## src/sup_wdog_regs.vh

```
// Constants for the supervisor reset and watchdog block.
// Assumes a 200 MHz system clock; included by sup_wdog.v only.
`ifndef SUP_WDOG_REGS_VH
`define SUP_WDOG_REGS_VH
// Nominal reset pulse time in ms and watchdog period in ms.
`define SW_PULSE_MS 200
`define SW_WDOG_MS 1600
// Clock rate in kHz (cycles per ms).
`define SW_CLK_KHZ 200000
// Shortest service pulse in ns, and the clock period in ns.
`define SW_SVC_NS 50
`define SW_CLK_NS 5
// Trip levels in millivolts for the two threshold variants.
`define SW_TRIP_HI_MV 4650
`define SW_TRIP_LO_MV 4400
// Counter width, enough for the longest interval in cycles.
`define SW_CNT_W 32
`define SW_CNT_ZERO 32'h0000_0000
`define SW_CNT_ONE 32'h0000_0001
`endif

```

## src/sup_wdog.v

```verilog
// Supervisor logic: timed reset pulse, watchdog and supply switchover.
// Assumes comparator flags arrive already synchronised to sys_clk and that
// rstn is released only once the supply-good condition holds.
`timescale 1ns/10ps
`include "sup_wdog_regs.vh"
module sup_wdog #(
   parameter INVERT_RESET = 0,
   parameter TRIP_MV = `SW_TRIP_HI_MV,
   parameter [`SW_CNT_W-1:0] PULSE_CYC = `SW_PULSE_MS * `SW_CLK_KHZ,
   parameter [`SW_CNT_W-1:0] WDOG_CYC = `SW_WDOG_MS * `SW_CLK_KHZ
) (
   sys_clk,
   rstn,
   supplyAboveTrip,
   supplyAboveBackup,
   supplyCollapsed,
   backupPresent,
   watchdogServiceIn,
   watchdogFloating,
   earlyFailSenseIn,
   resetOut,
   earlyFailFlagN,
   useBackup,
   comparatorsOn,
   tripLevelMv
);
   input wire sys_clk;
   input wire rstn;
   input wire supplyAboveTrip;
   input wire supplyAboveBackup;
   input wire supplyCollapsed;
   input wire backupPresent;
   input wire watchdogServiceIn;
   input wire watchdogFloating;
   input wire earlyFailSenseIn;
   output reg resetOut;
   output reg earlyFailFlagN;
   output reg useBackup;
   output reg comparatorsOn;
   output reg [15:0] tripLevelMv;

   // ************************************************************
   // Local states and derived counts.
   // ************************************************************
   localparam [2:0] ST_LOW = 3'b001;
   localparam [2:0] ST_PULSE = 3'b010;
   localparam [2:0] ST_RUN = 3'b100;
   // A 50 ns service pulse spans ten clocks, so one sample is enough.

   reg [2:0] state_reg;
   reg [2:0] state_next;
   reg [`SW_CNT_W-1:0] cnt_reg;
   reg [`SW_CNT_W-1:0] cnt_next;
   reg wdiLast_reg;
   reg asserted;
   wire serviced;

   // Terminal-count test shared by the pulse and watchdog timers.
   function done;
      input [`SW_CNT_W-1:0] c;
      input [`SW_CNT_W-1:0] lim;
      begin
         done = (c >= lim - `SW_CNT_ONE);
      end
   endfunction

   // ************************************************************
   // Watchdog service detection.
   // ************************************************************
   // Any level change sampled at the clock is a service; a pulse of one
   // clock or more is always seen, so the 50 ns minimum is met.
   assign serviced = (watchdogServiceIn != wdiLast_reg) |
                     watchdogFloating;

   // Edge history register; it samples the line every clock, backup mode included.
   // It resets low, so a line idling high reads as one service after
   // reset; that only restarts the count and so is harmless.
   always @(posedge sys_clk or negedge rstn) begin
      if (!rstn) begin
         wdiLast_reg <= 1'b0;
      end else begin
         wdiLast_reg <= watchdogServiceIn;
      end
   end

   // ************************************************************
   // Reset and watchdog sequencer.
   // ************************************************************
   // Low supply holds reset; a pulse follows recovery or a timeout, then
   // the watchdog counts until serviced or expired.
   always @* begin
      state_next = state_reg;
      cnt_next = cnt_reg + `SW_CNT_ONE;
      case (state_reg)
         ST_LOW: begin
            cnt_next = `SW_CNT_ZERO;
            if (supplyAboveTrip) begin
               state_next = ST_PULSE;
            end
         end
         ST_PULSE: begin
            if (!supplyAboveTrip) begin
               state_next = ST_LOW;
               cnt_next = `SW_CNT_ZERO;
            end else if (done(cnt_reg, PULSE_CYC)) begin
               state_next = ST_RUN;
               cnt_next = `SW_CNT_ZERO;
            end
         end
         ST_RUN: begin
            if (!supplyAboveTrip) begin
               state_next = ST_LOW;
               cnt_next = `SW_CNT_ZERO;
            end else if (serviced) begin
               cnt_next = `SW_CNT_ZERO;
            end else if (done(cnt_reg, WDOG_CYC)) begin
               state_next = ST_PULSE;
               cnt_next = `SW_CNT_ZERO;
            end
         end
         default: begin
            state_next = ST_LOW;
            cnt_next = `SW_CNT_ZERO;
         end
      endcase
   end

   // Sequencer state; all timing counts clocks of sys_clk.
   always @(posedge sys_clk or negedge rstn) begin
      if (!rstn) begin
         state_reg <= ST_LOW;
         cnt_reg <= `SW_CNT_ZERO;
      end else begin
         state_reg <= state_next;
         cnt_reg <= cnt_next;
      end
   end

   // ************************************************************
   // Outputs and supply switchover.
   // ************************************************************
   // The reset output is registered from next state so it tracks the state exactly.
   // Using state_next rather than state_reg saves a cycle of lag, so
   // reset drops on the very edge at which the supply loss is seen.
   always @* begin
      asserted = (state_next != ST_RUN);
   end

   // Reset output; asserted means the processor is held.
   // The polarity is fixed per variant at build time, never at run time.
   always @(posedge sys_clk or negedge rstn) begin
      if (!rstn) begin
         resetOut <= (INVERT_RESET != 0) ? 1'b1 : 1'b0;
      end else begin
         resetOut <= (INVERT_RESET != 0) ? asserted : ~asserted;
      end
   end

   // Trip level report, a constant of the variant once out of reset.
   always @(posedge sys_clk or negedge rstn) begin
      if (!rstn) begin
         tripLevelMv <= 16'h0000;
      end else begin
         tripLevelMv <= TRIP_MV[15:0];
      end
   end

   // Supply switchover. Leaving backup takes priority over entering it,
   // so a supply above the trip level always returns to main at once.
   // A floating backup pin never qualifies, which keeps battery swaps safe.
   always @(posedge sys_clk or negedge rstn) begin
      if (!rstn) begin
         useBackup <= 1'b0;
      end else if (supplyAboveTrip) begin
         useBackup <= 1'b0;
      end else if (!supplyAboveBackup && backupPresent) begin
         useBackup <= 1'b1;
      end
   end

   // Fail flag forced low in backup; the sense input is ignored there.
   // In normal running the flag follows the sense input one clock late.
   always @(posedge sys_clk or negedge rstn) begin
      if (!rstn) begin
         earlyFailFlagN <= 1'b0;
      end else if (useBackup) begin
         earlyFailFlagN <= 1'b0;
      end else begin
         earlyFailFlagN <= earlyFailSenseIn;
      end
   end

   // Comparators go dark once the supply has collapsed in backup. They
   // come back as soon as either condition clears, one clock later.
   always @(posedge sys_clk or negedge rstn) begin
      if (!rstn) begin
         comparatorsOn <= 1'b1;
      end else begin
         comparatorsOn <= ~(useBackup & supplyCollapsed);
      end
   end
   // Backup mode implies supply below trip, so the sequencer sits in its
   // low state: reset held and the watchdog counter cleared.
endmodule

```

## config.mk

```make
export PLATFORM = sky130hd
export DESIGN_NAME = sup_wdog
export DESIGN_NICKNAME = d
export VERILOG_FILES = /design/src/sup_wdog.v
export VERILOG_INCLUDE_DIRS = /design/src
export SDC_FILE = /design/constraint.sdc
export NUM_CORES = 1
export LEC_CHECK = 0
export BUFFER_PORTS_ARGS = -buffer_cell sky130_fd_sc_hd__buf_4
export CORE_UTILIZATION = 45
export CTS_BUF_LIST = sky130_fd_sc_hd__clkbuf_4 sky130_fd_sc_hd__clkbuf_8 sky130_fd_sc_hd__clkbuf_16
export CTS_CLUSTER_DIAMETER = 40
export CTS_CLUSTER_SIZE = 24
export DETAILED_ROUTE_END_ITERATION = 16
export GPL_TIMING_DRIVEN = 0
export HOLD_SLACK_MARGIN = 0.12
export MAX_ROUTING_LAYER = met4
export PLACE_DENSITY_LB_ADDON = 0.3
export SYNTH_ARGS = -nofsm -noshare
export SYNTH_HDL_FRONTEND = slang
export SYNTH_SLANG_ARGS = --single-unit
```

## constraint.sdc

```tcl
create_clock -name sys_clk -period 2.8 [get_ports sys_clk]
set_clock_uncertainty 0.2 [all_clocks]
set_input_delay 0.42 -clock sys_clk [delete_from_list [all_inputs] [get_ports sys_clk]]
set_output_delay 0.42 -clock sys_clk [all_outputs]
set_load 0.05 [all_outputs]
```

Yosys cells after proc, flatten, opt, wreduce, memory -nomap -nowiden

Cells that the tools add are included.

Output and inout port bits: 20
Bits in latches: 0
Memories: 0
Bits in registers: 41
Memory bits (read-only): 0
Memory bits (writable): 0
Word-level logic and storage cells: 39

$mul: 0
Div/mod/pow operators: 0
Equality and inequality tests: 5
Add/subtract/negate cells: 1
Reductions and logical operators: 3
Shift-type cells: 0
Muxes and demuxes: 16
Bitwise logic cells: 4
Magnitude comparators: 2

Operators by type and width:

| cell                                                                                  | number |
|---|---|
| 32-bit two-way mux                                                                    | 5 |
| 32-bit case mux with 2 select lines                                                   | 1 |
| 32-bit by 1-bit adder with 32-bit output, second input constant                       | 1 |
| 32-bit by 26-bit greater-or-equal comparator with 1-bit output, second input constant | 1 |
| 32-bit by 29-bit greater-or-equal comparator with 1-bit output, second input constant | 1 |
| 3-bit two-way mux                                                                     | 6 |
| 3-bit case mux with 3 select lines                                                    | 1 |
| 3-bit by 1-bit equality test with 1-bit output, second input constant                 | 1 |
| 3-bit by 2-bit equality test with 1-bit output, second input constant                 | 1 |
| 3-bit equality test, second input constant                                            | 1 |
| 1-bit two-way mux                                                                     | 3 |
| 3-bit inequality test, second input constant                                          | 1 |
| 1-bit inverter                                                                        | 2 |
| 2-bit nonzero test                                                                    | 1 |
| 1-bit bitwise AND                                                                     | 1 |
| 1-bit logical AND                                                                     | 1 |
| 1-bit logical NOT                                                                     | 1 |
| 1-bit inequality test                                                                 | 1 |
| 1-bit bitwise OR                                                                      | 1 |

Longest topological paths before layout

Gate-level depths: netlist (run 1).

Depth after elaboration: 7
Gate-level depth with buffers: 8

Worst setup path before layout (run 1)

OpenSTA, ideal clock, no wires.

Path kind: register to register
Start: register cnt_reg[0]
End: register cnt_reg[20]
Stages on the path, launching flop included: 9
Clock period less this slack: 2118 ps
Setup time: 73 ps
Slack: 682 ps
Path buffers: 2
Data arrival time: 1844 ps
Cells stage by stage: dfrtp_1 ha_1 nand2_1 nor4_1 o2111a_1 or3b_4 buf_6 buf_12 a21oi_2

Word-level cells in the longest chain between the ends: 5
Elaborated cells between the ends (all ways): 9
Those cells by class: add/sub: 1; order compare: 2; mux: 6

Ends and longest elaborated chain:

| item                                                                                                                                               | RTL line       | source |
|---|---|---|
| start, declared                                                                                                                                    | sup_wdog.v:52  | `` reg [`SW_CNT_W-1:0] cnt_reg; `` |
| start signal, assigned                                                                                                                             | sup_wdog.v:132 | `` cnt_reg <= `SW_CNT_ZERO; `` |
| start signal, assigned                                                                                                                             | sup_wdog.v:135 | `cnt_reg <= cnt_next;` |
| 32-bit by 1-bit adder with 32-bit output (no source line) / 32-bit by 29-bit greater-or-equal comparator with 1-bit output (equally long branches) | n/a            |  |
| 32-bit two-way mux                                                                                                                                 | sup_wdog.v:116 | `end else if (done(cnt_reg, WDOG_CYC)) begin` |
| 32-bit two-way mux                                                                                                                                 | sup_wdog.v:114 | `end else if (serviced) begin` |
| 32-bit two-way mux                                                                                                                                 | sup_wdog.v:111 | `if (!supplyAboveTrip) begin` |
| 32-bit case mux with 2 select lines *                                                                                                              | sup_wdog.v:94  | `case (state_reg)` |
| via cnt_next[20]                                                                                                                                   | sup_wdog.v:53  | `` reg [`SW_CNT_W-1:0] cnt_next; `` |

Mark *: on every way through the listed nets, which the timed path passes. The rest lies on a longest branch.
A chain may end at the register's enable or synchronous reset.

Worst setup path in the final report (run 1)

Same ends and word-level chain as after synthesis.

==> qor.csv, run 1 <==
stage,metric,value,unit
outcome,status,"complete, no violations",
clock_network,Root Driver,clkbuf_8,
logic_synthesis,post-synth top area cell,dfrtp_1,
power,VDD IR-drop max,0.379,mV
die,Die ar.,5330,um2
timing,Hold Worst Slack,152,ps
logic_synthesis,"Distinct cells, synth",43,
cells_and_area,Non-Filler Instances,342,
power,Clk pwr share,40.0,%
logic_synthesis,area share of the largest cell type after synthesis,43.0,%
clock_network,clk sink count,41,
setup_path,Worst setup EP type,flop,
setup_path,Worst EP arrival,2360,ps
setup_path,"critical path, cell by cell",ha_1 -> nand2_1 -> nor4_1 -> o2111a_1 -> or3b_4 -> buf_6 -> buf_12 -> a21oi_2,
cells_and_area,fin util,56.2,%
placed_design,Placed Cells,330,
clock_network,CTS buffer count,5,
timing,fin crit period,2390,ps
timing,final period utilization,85.3,%
setup_path,critical path's slowest cell,nor4_1,
timing,Slew headroom,66.6,%
die,# rows,25,
cells_and_area,diode count,0,
timing,Final WS setup,411,ps
logic_synthesis,Post-synth ARST share,100,%
power,Pwr Total,1.25,mW
global_routing,initial antenna violation count,0,
route,DR pass1 iterations,6,
timing,final hold vios,0,
timing,max-slew violations,0,
power,power per cell area,464,nW/um2
timing,setup TNS,0,ps
die,die width,73.0,um
clock_network,H-tree depth,2,
power,Static Leak,1.10,nW
route,final antenna-violating net count,0,
setup_path,critical path type,flop to flop,
clock_network,Clock transition at path regs,70,ps
route,Vias per Instance,5.03,
placed_design,Place WS,401,ps
timing,RSZ-0062 raised after global routing,no,
cells_and_area,Area Overhead vs Synth,18.5,%
cells_and_area,max reg flops,32,
cells_and_area,Final #Nets,284,
logic_synthesis,Synth area leaders,"dfrtp_1 (43%), xnor2_1 (8.5%), buf_4 (5.0%), a21oi_1 (4.9%), a21oi_2 (4.2%)",
cells_and_area,Seq. cell area,1030,um2
cells_and_area,# fillers,441,
timing,final setup fails,0,
setup_path,Worst Path Max Fanout,10,
logic_synthesis,Post-synth EDFFs,0,
logic_synthesis,synthesized flop and latch total,41,
die,Core Box Area,4790,um2
global_routing,gr ovfl total,0,
global_routing,global-route wire length before repair,7440,um
clock_network,clock buffer depth,2,
logic_synthesis,top-count cell post-synth,dfrtp_1,
timing,Highest Clock Rate,419,MHz
global_routing,vias in the first global route,1570,
placed_design,# port buffers,17,
route,routed vias,1720,
placed_design,Post-DP HPWL,3000,um
route,Remaining DRCs,0,
die,I/O Pins,29,
hold_path,worst min path class,primary input to flop,
logic_synthesis,Gate Count Post-Synth,233,
logic_synthesis,Post-Syn Area per Cell,9.74,um2
power,Seq pwr share,49.3,%
clock_network,cts repair resizes,0,
logic_synthesis,register area share after synthesis,45.3,%
logic_synthesis,Synth top cells by count,"dfrtp_1 (39), a21oi_1 (22), xnor2_1 (22)",
power,P_sw,0.297,mW
global_routing,Tot GR Track Use,19.2,%
logic_synthesis,ys flop type,dfrtp_1,
placed_design,RD Place Congestion,0.816,
power,Switching Fraction,23.8,%
timing,Worst Tran Pin Value,496,ps
clock_network,clock latency on the worst-skew pair,290,ps
setup_path,Setup crit start kind,flop,
power,Cell Int Power,0.951,mW
route,First DRT Iteration DRCs,84,
global_routing,largest net degree at the start of global routing,42,
route,drt wl/cell,12.6,um
flow_run,max-cap violations,0,
die,Die H,73.0,um
route,Post-Route WL,4320,um
cells_and_area,cell area after layout,2690,um2
cells_and_area,share of cells above drive strength 1,24.4,%
logic_synthesis,Post-Synthesis Cell Area,2270,um2
power,Logic pwr share,10.7,%
logic_synthesis,Syn. warnings,0,
die,Starting Density,47.4,%
placed_design,"Cell Area, Placed",2530,um2
cells_and_area,multi-input logic area,1060,um2
setup_path,WP data required,2770,ps
setup_path,max incr delay on CP,480,ps
clock_network,CTS tree,done,
## metal layers
metal  GRT usage (%)  wire length (um)  vias up
li1                -                 -      863
met1            25.9              2090      807
met2            28.3              1960       44
met3            4.83               199        6
met4            6.54                65        0
met5               -                 0        -
## logic make-up (layout without fill, tap and decap cells)
| group | after synthesis | in the layout | share of synthesized area, % |
|---|---|---|---|
| compound gates | 46 | 46 | 13.8 |
| xor+xnor | 27 | 27 | 10.4 |
| fa+ha+maj | 1 | 1 | 0.551 |
| buf+inv | 36 | 65 | 10.1 |
| flops | 41 | 41 | 45.3 |
| other cells | 2 | 15 | 0.331 |
| simple gates | 80 | 80 | 19.5 |
## power groups by stage
stage          registers (mW)  logic [mW]  clock network [mW]
5_1_grt                 0.617       0.144               0.536
3_3_place_gp            0.626       0.129                   0
2_1_floorplan           0.641      0.0782                   0
3_5_place_dp            0.627       0.130                   0
6_report                0.616       0.133               0.499
4_1_cts                 0.616       0.135               0.513
## worst paths after layout
path                       slack (ps)  cells past startpoint        startpoint             end
max in group asynchronous        1590                      2              rstn   comparatorsOn
min in group asynchronous         440                      2              rstn      cnt_reg[7]
setup / recovery                  410                      8        cnt_reg[0]     cnt_reg[20]
setup reg to reg                  410                      8        cnt_reg[0]     cnt_reg[20]
hold reg to reg                   260                      1         useBackup   comparatorsOn
hold / removal                    150                      2  earlyFailSenseIn  earlyFailFlagN
## area by class of cell
cell class	count	share of cell area [%]
Timing Repair Buffer	21	6.23
Tap cell	67	3.12
Clock inverter	1	1.12
Sequential cell	41	38.2
Clock buffer	7	3.35
Inverter	7	0.977
Multi-Input combinational cell	169	39.4
Buffer	29	7.53
## timing repair
item / 4_1_cts / 5_1_grt
hold buffers: 4 / 0
endpoints found under the setup margin: 0 / 0
setup buffers: 0 / 0
hold endpoints to repair: 42 / 0
## critical path: cells and delay by family (launching register included)
kind,cells,cell delay [ps]
AOI/OAI and AO/OA,2,350
buffers and inverters,2,300
DFF,1,420
adders and majority gates,1,260
and+or+nand+nor,3,740
## cell usage in the layout, fill, tap and decap left out, types with 2 or more instances in the layout
cell            n
a21oi_1        22
a21oi_2        11
and2_1          3
and3_1          3
buf_2           5
buf_4          32
buf_6           2
clkbuf_1        5
clkbuf_8        6
conb_1         15
dfrtp_1        39
dfstp_2         2
dlygate4sd3_1   4
inv_1           7
nand2_1        11
nand3_1         9
nand4_1         7
nor2_1          9
nor2b_1         4
nor3_1         13
nor4_1          8
o21ai_0         2
o311ai_0        2
or2_2           2
or3_1           5
xnor2_1        22
xor2_1          5
(Power assumes the default switching activity.)
==> run 2: changes to the inputs <==
Settings changed: CORE_UTILIZATION 45 to 57.
==> run 2 against run 1 <==
Hold slack worse by 14 ps. Sequential cell count did not move. First-iteration DRC count decreased by 30%. Clock power fell by 21%.
==> qor.csv, run 2 (synthesis results as in run 1) <==
stage,metric,value,unit
clock_network,hold buffer count at cts,4,
cells_and_area,Seq. cell area,1030,um2
outcome,status,"complete, no violations",
timing,fin crit period,2450,ps
setup_path,critical path type,flop to flop,
setup_path,crit path launch,cnt_reg[0],
power,P_sw,0.316,mW
cells_and_area,Final #Nets,284,
die,die width,65.1,um
setup_path,worst setup path endpoint,cnt_reg[27],
placed_design,Post-DP HPWL,3060,um
power,Cell Int Power,0.828,mW
global_routing,largest net degree at the start of global routing,42,
global_routing,gr ovfl total,0,
route,Remaining DRCs,0,
route,drt wl/cell,13.9,um
route,Post-Route WL,4490,um
setup_path,Worst setup EP type,flop,
route,final antenna-violating net count,0,
placed_design,# port buffers,17,
clock_network,postcts setup bufs,0,
timing,RSZ-0062 raised after global routing,no,
clock_network,Clock transition at path regs,90,ps
timing,final period utilization,87.3,%
timing,setup TNS,0,ps
power,Switching Fraction,27.7,%
cells_and_area,"commonest cells after routing, fill and taps aside","dfrtp_1 (39), buf_4 (32), a21oi_1 (22), xnor2_1 (22), conb_1 (15)",
setup_path,flop-to-flop setup slack,350,ps
setup_path,Setup crit start kind,flop,
setup_path,Worst Path Max Fanout,10,
clock_network,Root Driver,clkbuf_8,
clock_network,cts repair resizes,0,
cells_and_area,max reg flops,32,
global_routing,global-route wire length before repair,7670,um
clock_network,CTS buffer count,5,
timing,final hold vios,0,
die,# rows,22,
setup_path,R2R Path Start,cnt_reg[0],
cells_and_area,share of cells above drive strength 1,24.4,%
flow_run,max-cap violations,0,
cells_and_area,"leading cell type in the layout, fill and taps excluded",dfrtp_1,
power,Clk pwr share,34.4,%
power,power per cell area,434,nW/um2
route,Vias per Instance,5.41,
clock_network,CTS tree,done,
setup_path,r2r endpoint,cnt_reg[27],
die,Die ar.,4240,um2
cells_and_area,multi-input logic area,1060,um2
setup_path,Worst EP arrival,2400,ps
hold_path,worst min path class,primary input to flop,
timing,final setup fails,0,
route,First DRT Iteration DRCs,59,
clock_network,clock buffer depth,2,
cells_and_area,# fillers,299,
die,I/O Pins,29,
clock_network,clock latency on the worst-skew pair,310,ps
setup_path,WP data required,2760,ps
global_routing,vias in the first global route,1628,
die,Starting Density,60.6,%
placed_design,RD Place Congestion,0.891,
route,routed vias,1748,
power,VDD IR-drop max,0.292,mV
power,Logic pwr share,11.7,%
global_routing,Tot GR Track Use,25.3,%
cells_and_area,diode count,0,
cells_and_area,Area Overhead vs Synth,16.2,%
timing,max-slew violations,0,
clock_network,H-tree depth,2,
die,Die H,65.1,um
die,Core Box Area,3740,um2
clock_network,clk sink count,41,
global_routing,initial antenna violation count,0,
timing,Highest Clock Rate,409,MHz
setup_path,R2R depth,7,
timing,Hold Worst Slack,138,ps
power,Seq pwr share,53.8,%
route,DR pass1 iterations,4,
power,Pwr Total,1.14,mW
power,Static Leak,1.08,nW
-- run 2: cell count changes in the layout (fill, tap and decap cells not counted), sizes merged --
cell	delta
inv	+1
clkinv	+1
clkinvlp	+1
clkbuf	-2
bufinv	-1
-- run 2: area by class of cell --
cell class	count	share of cell area (%)
repair buffers	21	6.36
clock inverters	3	0.807
clock buffers	5	2.61
multi-input cells	169	40.2
flip-flops and latches	41	39.0
inverters	7	0.997
well taps	48	2.28
plain buffers	29	7.69
-- run 2: power groups by stage --
stage               registers (mW)  logic [mW]  clock network, mW
floorplan                    0.641      0.0782                  0
finish                       0.616       0.134              0.394
CTS                          0.616       0.134              0.406
global placement             0.627       0.128                  0
global route                 0.619       0.143              0.430
detailed placement           0.628       0.129                  0
-- run 2: per-stage QoR --
| step | cell area [um2] | setup slack (ps) | utilization [%] | std cells |
|---|---|---|---|---|
| 2_1_floorplan | 2320 | 682 | - | 246 |
| 3_3_place_gp | 2510 | 445 | 66.9 | 311 |
| 3_5_place_dp | 2510 | 401 | 66.9 | 311 |
| 4_1_cts | 2640 | 372 | 70.4 | 323 |
| 5_1_grt | 2640 | 229 | 70.4 | 323 |
| 6_report | 2640 | 355 | 70.4 | 323 |
-- run 2: worst min path at each step --
stage / endpoint / from / slack, ps / depth (start not counted)
after global placement: earlyFailFlagN / rstn / 220 / 1
after floorplan: cnt_reg[0] / rstn / -80 / 0
after detailed placement: earlyFailFlagN / rstn / 230 / 1
after CTS: earlyFailFlagN / earlyFailSenseIn / 130 / 2
final: earlyFailFlagN / earlyFailSenseIn / 140 / 2
after global routing: earlyFailFlagN / earlyFailSenseIn / 140 / 2
-- run 2: critical path, stage by stage, from the launching register on --
cell and delay [ps]:
dfrtp_1 430, ha_1 280, nand2_1 120, nor4_1 470
o2111a_1 290, or3b_4 150, buf_2 230, a21oi_1 120
-- run 2: metal layers --
metal  track usage (%)  up-vias  share of wire (%)  wire [um]
met5                 -        -                  0          0
met4              9.78        0                1.3         59
met3              6.94        6                4.5        201
met2              39.2       40                 48       2170
met1              31.7      838                 46       2060
li1                  -      864                  -          -
==> run 3: changes to the inputs <==
Settings changed: CORE_UTILIZATION 57 to 39.
==> run 3 against run 2 <==
Sequential cell count is the same. Sequential share of layout area shrank 1.1 points. Worst setup slack gained 63 ps. Global-route usage shrank 9.4 points. Wire length shrank 5.3%. Count of clock-buffer cells in the layout is the same. Clock power grew 46%. Power grew 16%. Combinational power is essentially flat. Utilization shrank 22 points. Hold slack is essentially flat. Critical path type is now primary input to flop. Critical endpoint is now cnt_reg[20].
==> qor.csv, run 3 (synthesis results as in run 1) <==
stage,metric,value,unit
clock_network,postcts setup bufs,0,
timing,fin crit period,2380,ps
cells_and_area,Area Overhead vs Synth,19.6,%
hold_path,worst min path class,primary input to flop,
route,Remaining DRCs,0,
clock_network,clock latency on the worst-skew pair,300,ps
timing,Hold Worst Slack,138,ps
power,Logic pwr share,10.1,%
route,DR pass1 iterations,4,
cells_and_area,# fillers,559,
power,Seq pwr share,46.5,%
outcome,status,"complete, no violations",
die,Die H,78.3,um
cells_and_area,max reg flops,32,
cells_and_area,Final #Nets,284,
clock_network,CTS tree,done,
cells_and_area,cell area after layout,2710,um2
timing,final setup fails,0,
setup_path,WP data required,2830,ps
placed_design,"Cell Area, Placed",2540,um2
global_routing,global-route wire length before repair,7270,um
cells_and_area,share of cells above drive strength 1,24.4,%
timing,final hold vios,0,
power,Cell Int Power,1.01,mW
setup_path,Setup crit start kind,primary input,
route,Vias per Instance,4.92,
global_routing,largest net degree at the start of global routing,42,
cells_and_area,diode count,0,
flow_run,max-cap violations,0,
power,power per cell area,488,nW/um2
global_routing,vias in the first global route,1525,
power,Static Leak,1.11,nW
setup_path,critical path type,primary input to flop,
clock_network,Root Driver,clkbuf_8,
route,Post-Route WL,4250,um
timing,Highest Clock Rate,420,MHz
clock_network,CTS buffer count,5,
die,die width,78.3,um
route,routed vias,1708,
placed_design,RD Place Congestion,0.848,
timing,RSZ-0062 raised after global routing,no,
clock_network,clk sink count,41,
clock_network,H-tree depth,2,
setup_path,Worst Path Max Fanout,10,
placed_design,Post-DP HPWL,2990,um
setup_path,Worst setup EP type,flop,
route,final antenna-violating net count,0,
cells_and_area,"leading cell type in the layout, fill and taps excluded",dfrtp_1,
global_routing,Tot GR Track Use,15.9,%
power,P_sw,0.314,mW
power,Switching Fraction,23.7,%
die,I/O Pins,29,
route,drt wl/cell,12.2,um
timing,setup TNS,0,ps
setup_path,Worst EP arrival,2410,ps
timing,Slew headroom,65.8,%
clock_network,Clock transition at path regs,90,ps
cells_and_area,"commonest cells after routing, fill and taps aside","dfrtp_1 (39), buf_4 (32), a21oi_1 (22), xnor2_1 (22), conb_1 (15)",
global_routing,gr ovfl total,0,
power,Clk pwr share,43.4,%
route,First DRT Iteration DRCs,110,
global_routing,initial antenna violation count,0,
timing,Worst Tran Pin Value,514,ps
die,Starting Density,40.7,%
die,Die ar.,6130,um2
clock_network,clock buffer depth,2,
die,Core Box Area,5570,um2
power,VDD IR-drop max,0.277,mV
setup_path,flop-to-flop setup slack,430,ps
placed_design,# port buffers,17,
timing,max-slew violations,0,
timing,final period utilization,85.1,%
die,# rows,27,
[run 3: changes by cell type in the layout (fill, tap and decap cells not counted), sizes merged]
| cell | delta |
|---|---|
| clkinv | -1 |
| bufinv | +2 |
| clkinvlp | -1 |
[run 3: power groups by stage]
stage | logic (mW) | registers (mW) | clock network, mW
final | 0.133 | 0.615 | 0.575
after global routing | 0.143 | 0.617 | 0.625
after CTS | 0.135 | 0.616 | 0.588
after detailed placement | 0.130 | 0.627 | 0
after global placement | 0.129 | 0.627 | 0
after floorplan | 0.0782 | 0.641 | 0
[run 3: what timing repair did]
| action | 4_1_cts | 5_1_grt |
|---|---|---|
| endpoints found under the hold margin | 42 | 0 |
| hold buffers | 4 | 0 |
| resized for setup | 0 | 0 |
[run 3: path summary, 6_finish.rpt]
check	startpoint	endpoint	depth (start not counted)
hold reg to reg	useBackup	comparatorsOn	1
setup reg to reg	cnt_reg[0]	cnt_reg[20]	8
hold / removal	earlyFailSenseIn	earlyFailFlagN	2
max in group asynchronous	rstn	state_reg[0]	2
min in group asynchronous	rstn	cnt_reg[21]	2
setup / recovery	supplyAboveTrip	cnt_reg[20]	9
[run 3: layout make-up]
type / count / area, um2 / share of cell area (%)
sequential: 41 / 1030 / 37.9
clock inverter: 3 / 68.8 / 2.54
tap: 72 / 90.1 / 3.32
inverter: 7 / 26.3 / 0.968
buffer: 29 / 203 / 7.47
clock buffer: 5 / 68.8 / 2.54
timing repair buffer: 21 / 168 / 6.18
multi-input combinational: 169 / 1060 / 39.1
[run 3: stage by stage]
stage / total power, mW / utilization [%] / std cells / worst slack [ps]
CTS: 1.34 / 48.7 / 347 / 397
global route: 1.38 / 48.7 / 347 / 124
finish: 1.32 / 48.7 / 347 / 418
global placement: 0.756 / 45.5 / 335 / 429
floorplan: 0.719 / - / 246 / 682
detailed placement: 0.757 / 45.5 / 335 / 412
[run 3: metal layers]
layer / track usage [%] / up-vias / share of wire (%) / wire (um)
met3: 4.19 / 6 / 4.0 / 168
met4: 5.56 / 0 / 1.5 / 63
met1: 20.0 / 806 / 48 / 2050
met5: - / - / 0 / 0
met2: 24.7 / 39 / 46 / 1970
li1: - / 857 / - / -
[run 3: worst max-delay path: stages]
cell,delay (ps)
dlygate4sd3_1,520
buf_4,120
nor2b_1,200
nand2_1,130
nor3_1,180
or3b_4,410
buf_6,150
buf_12,150
a21oi_2,130
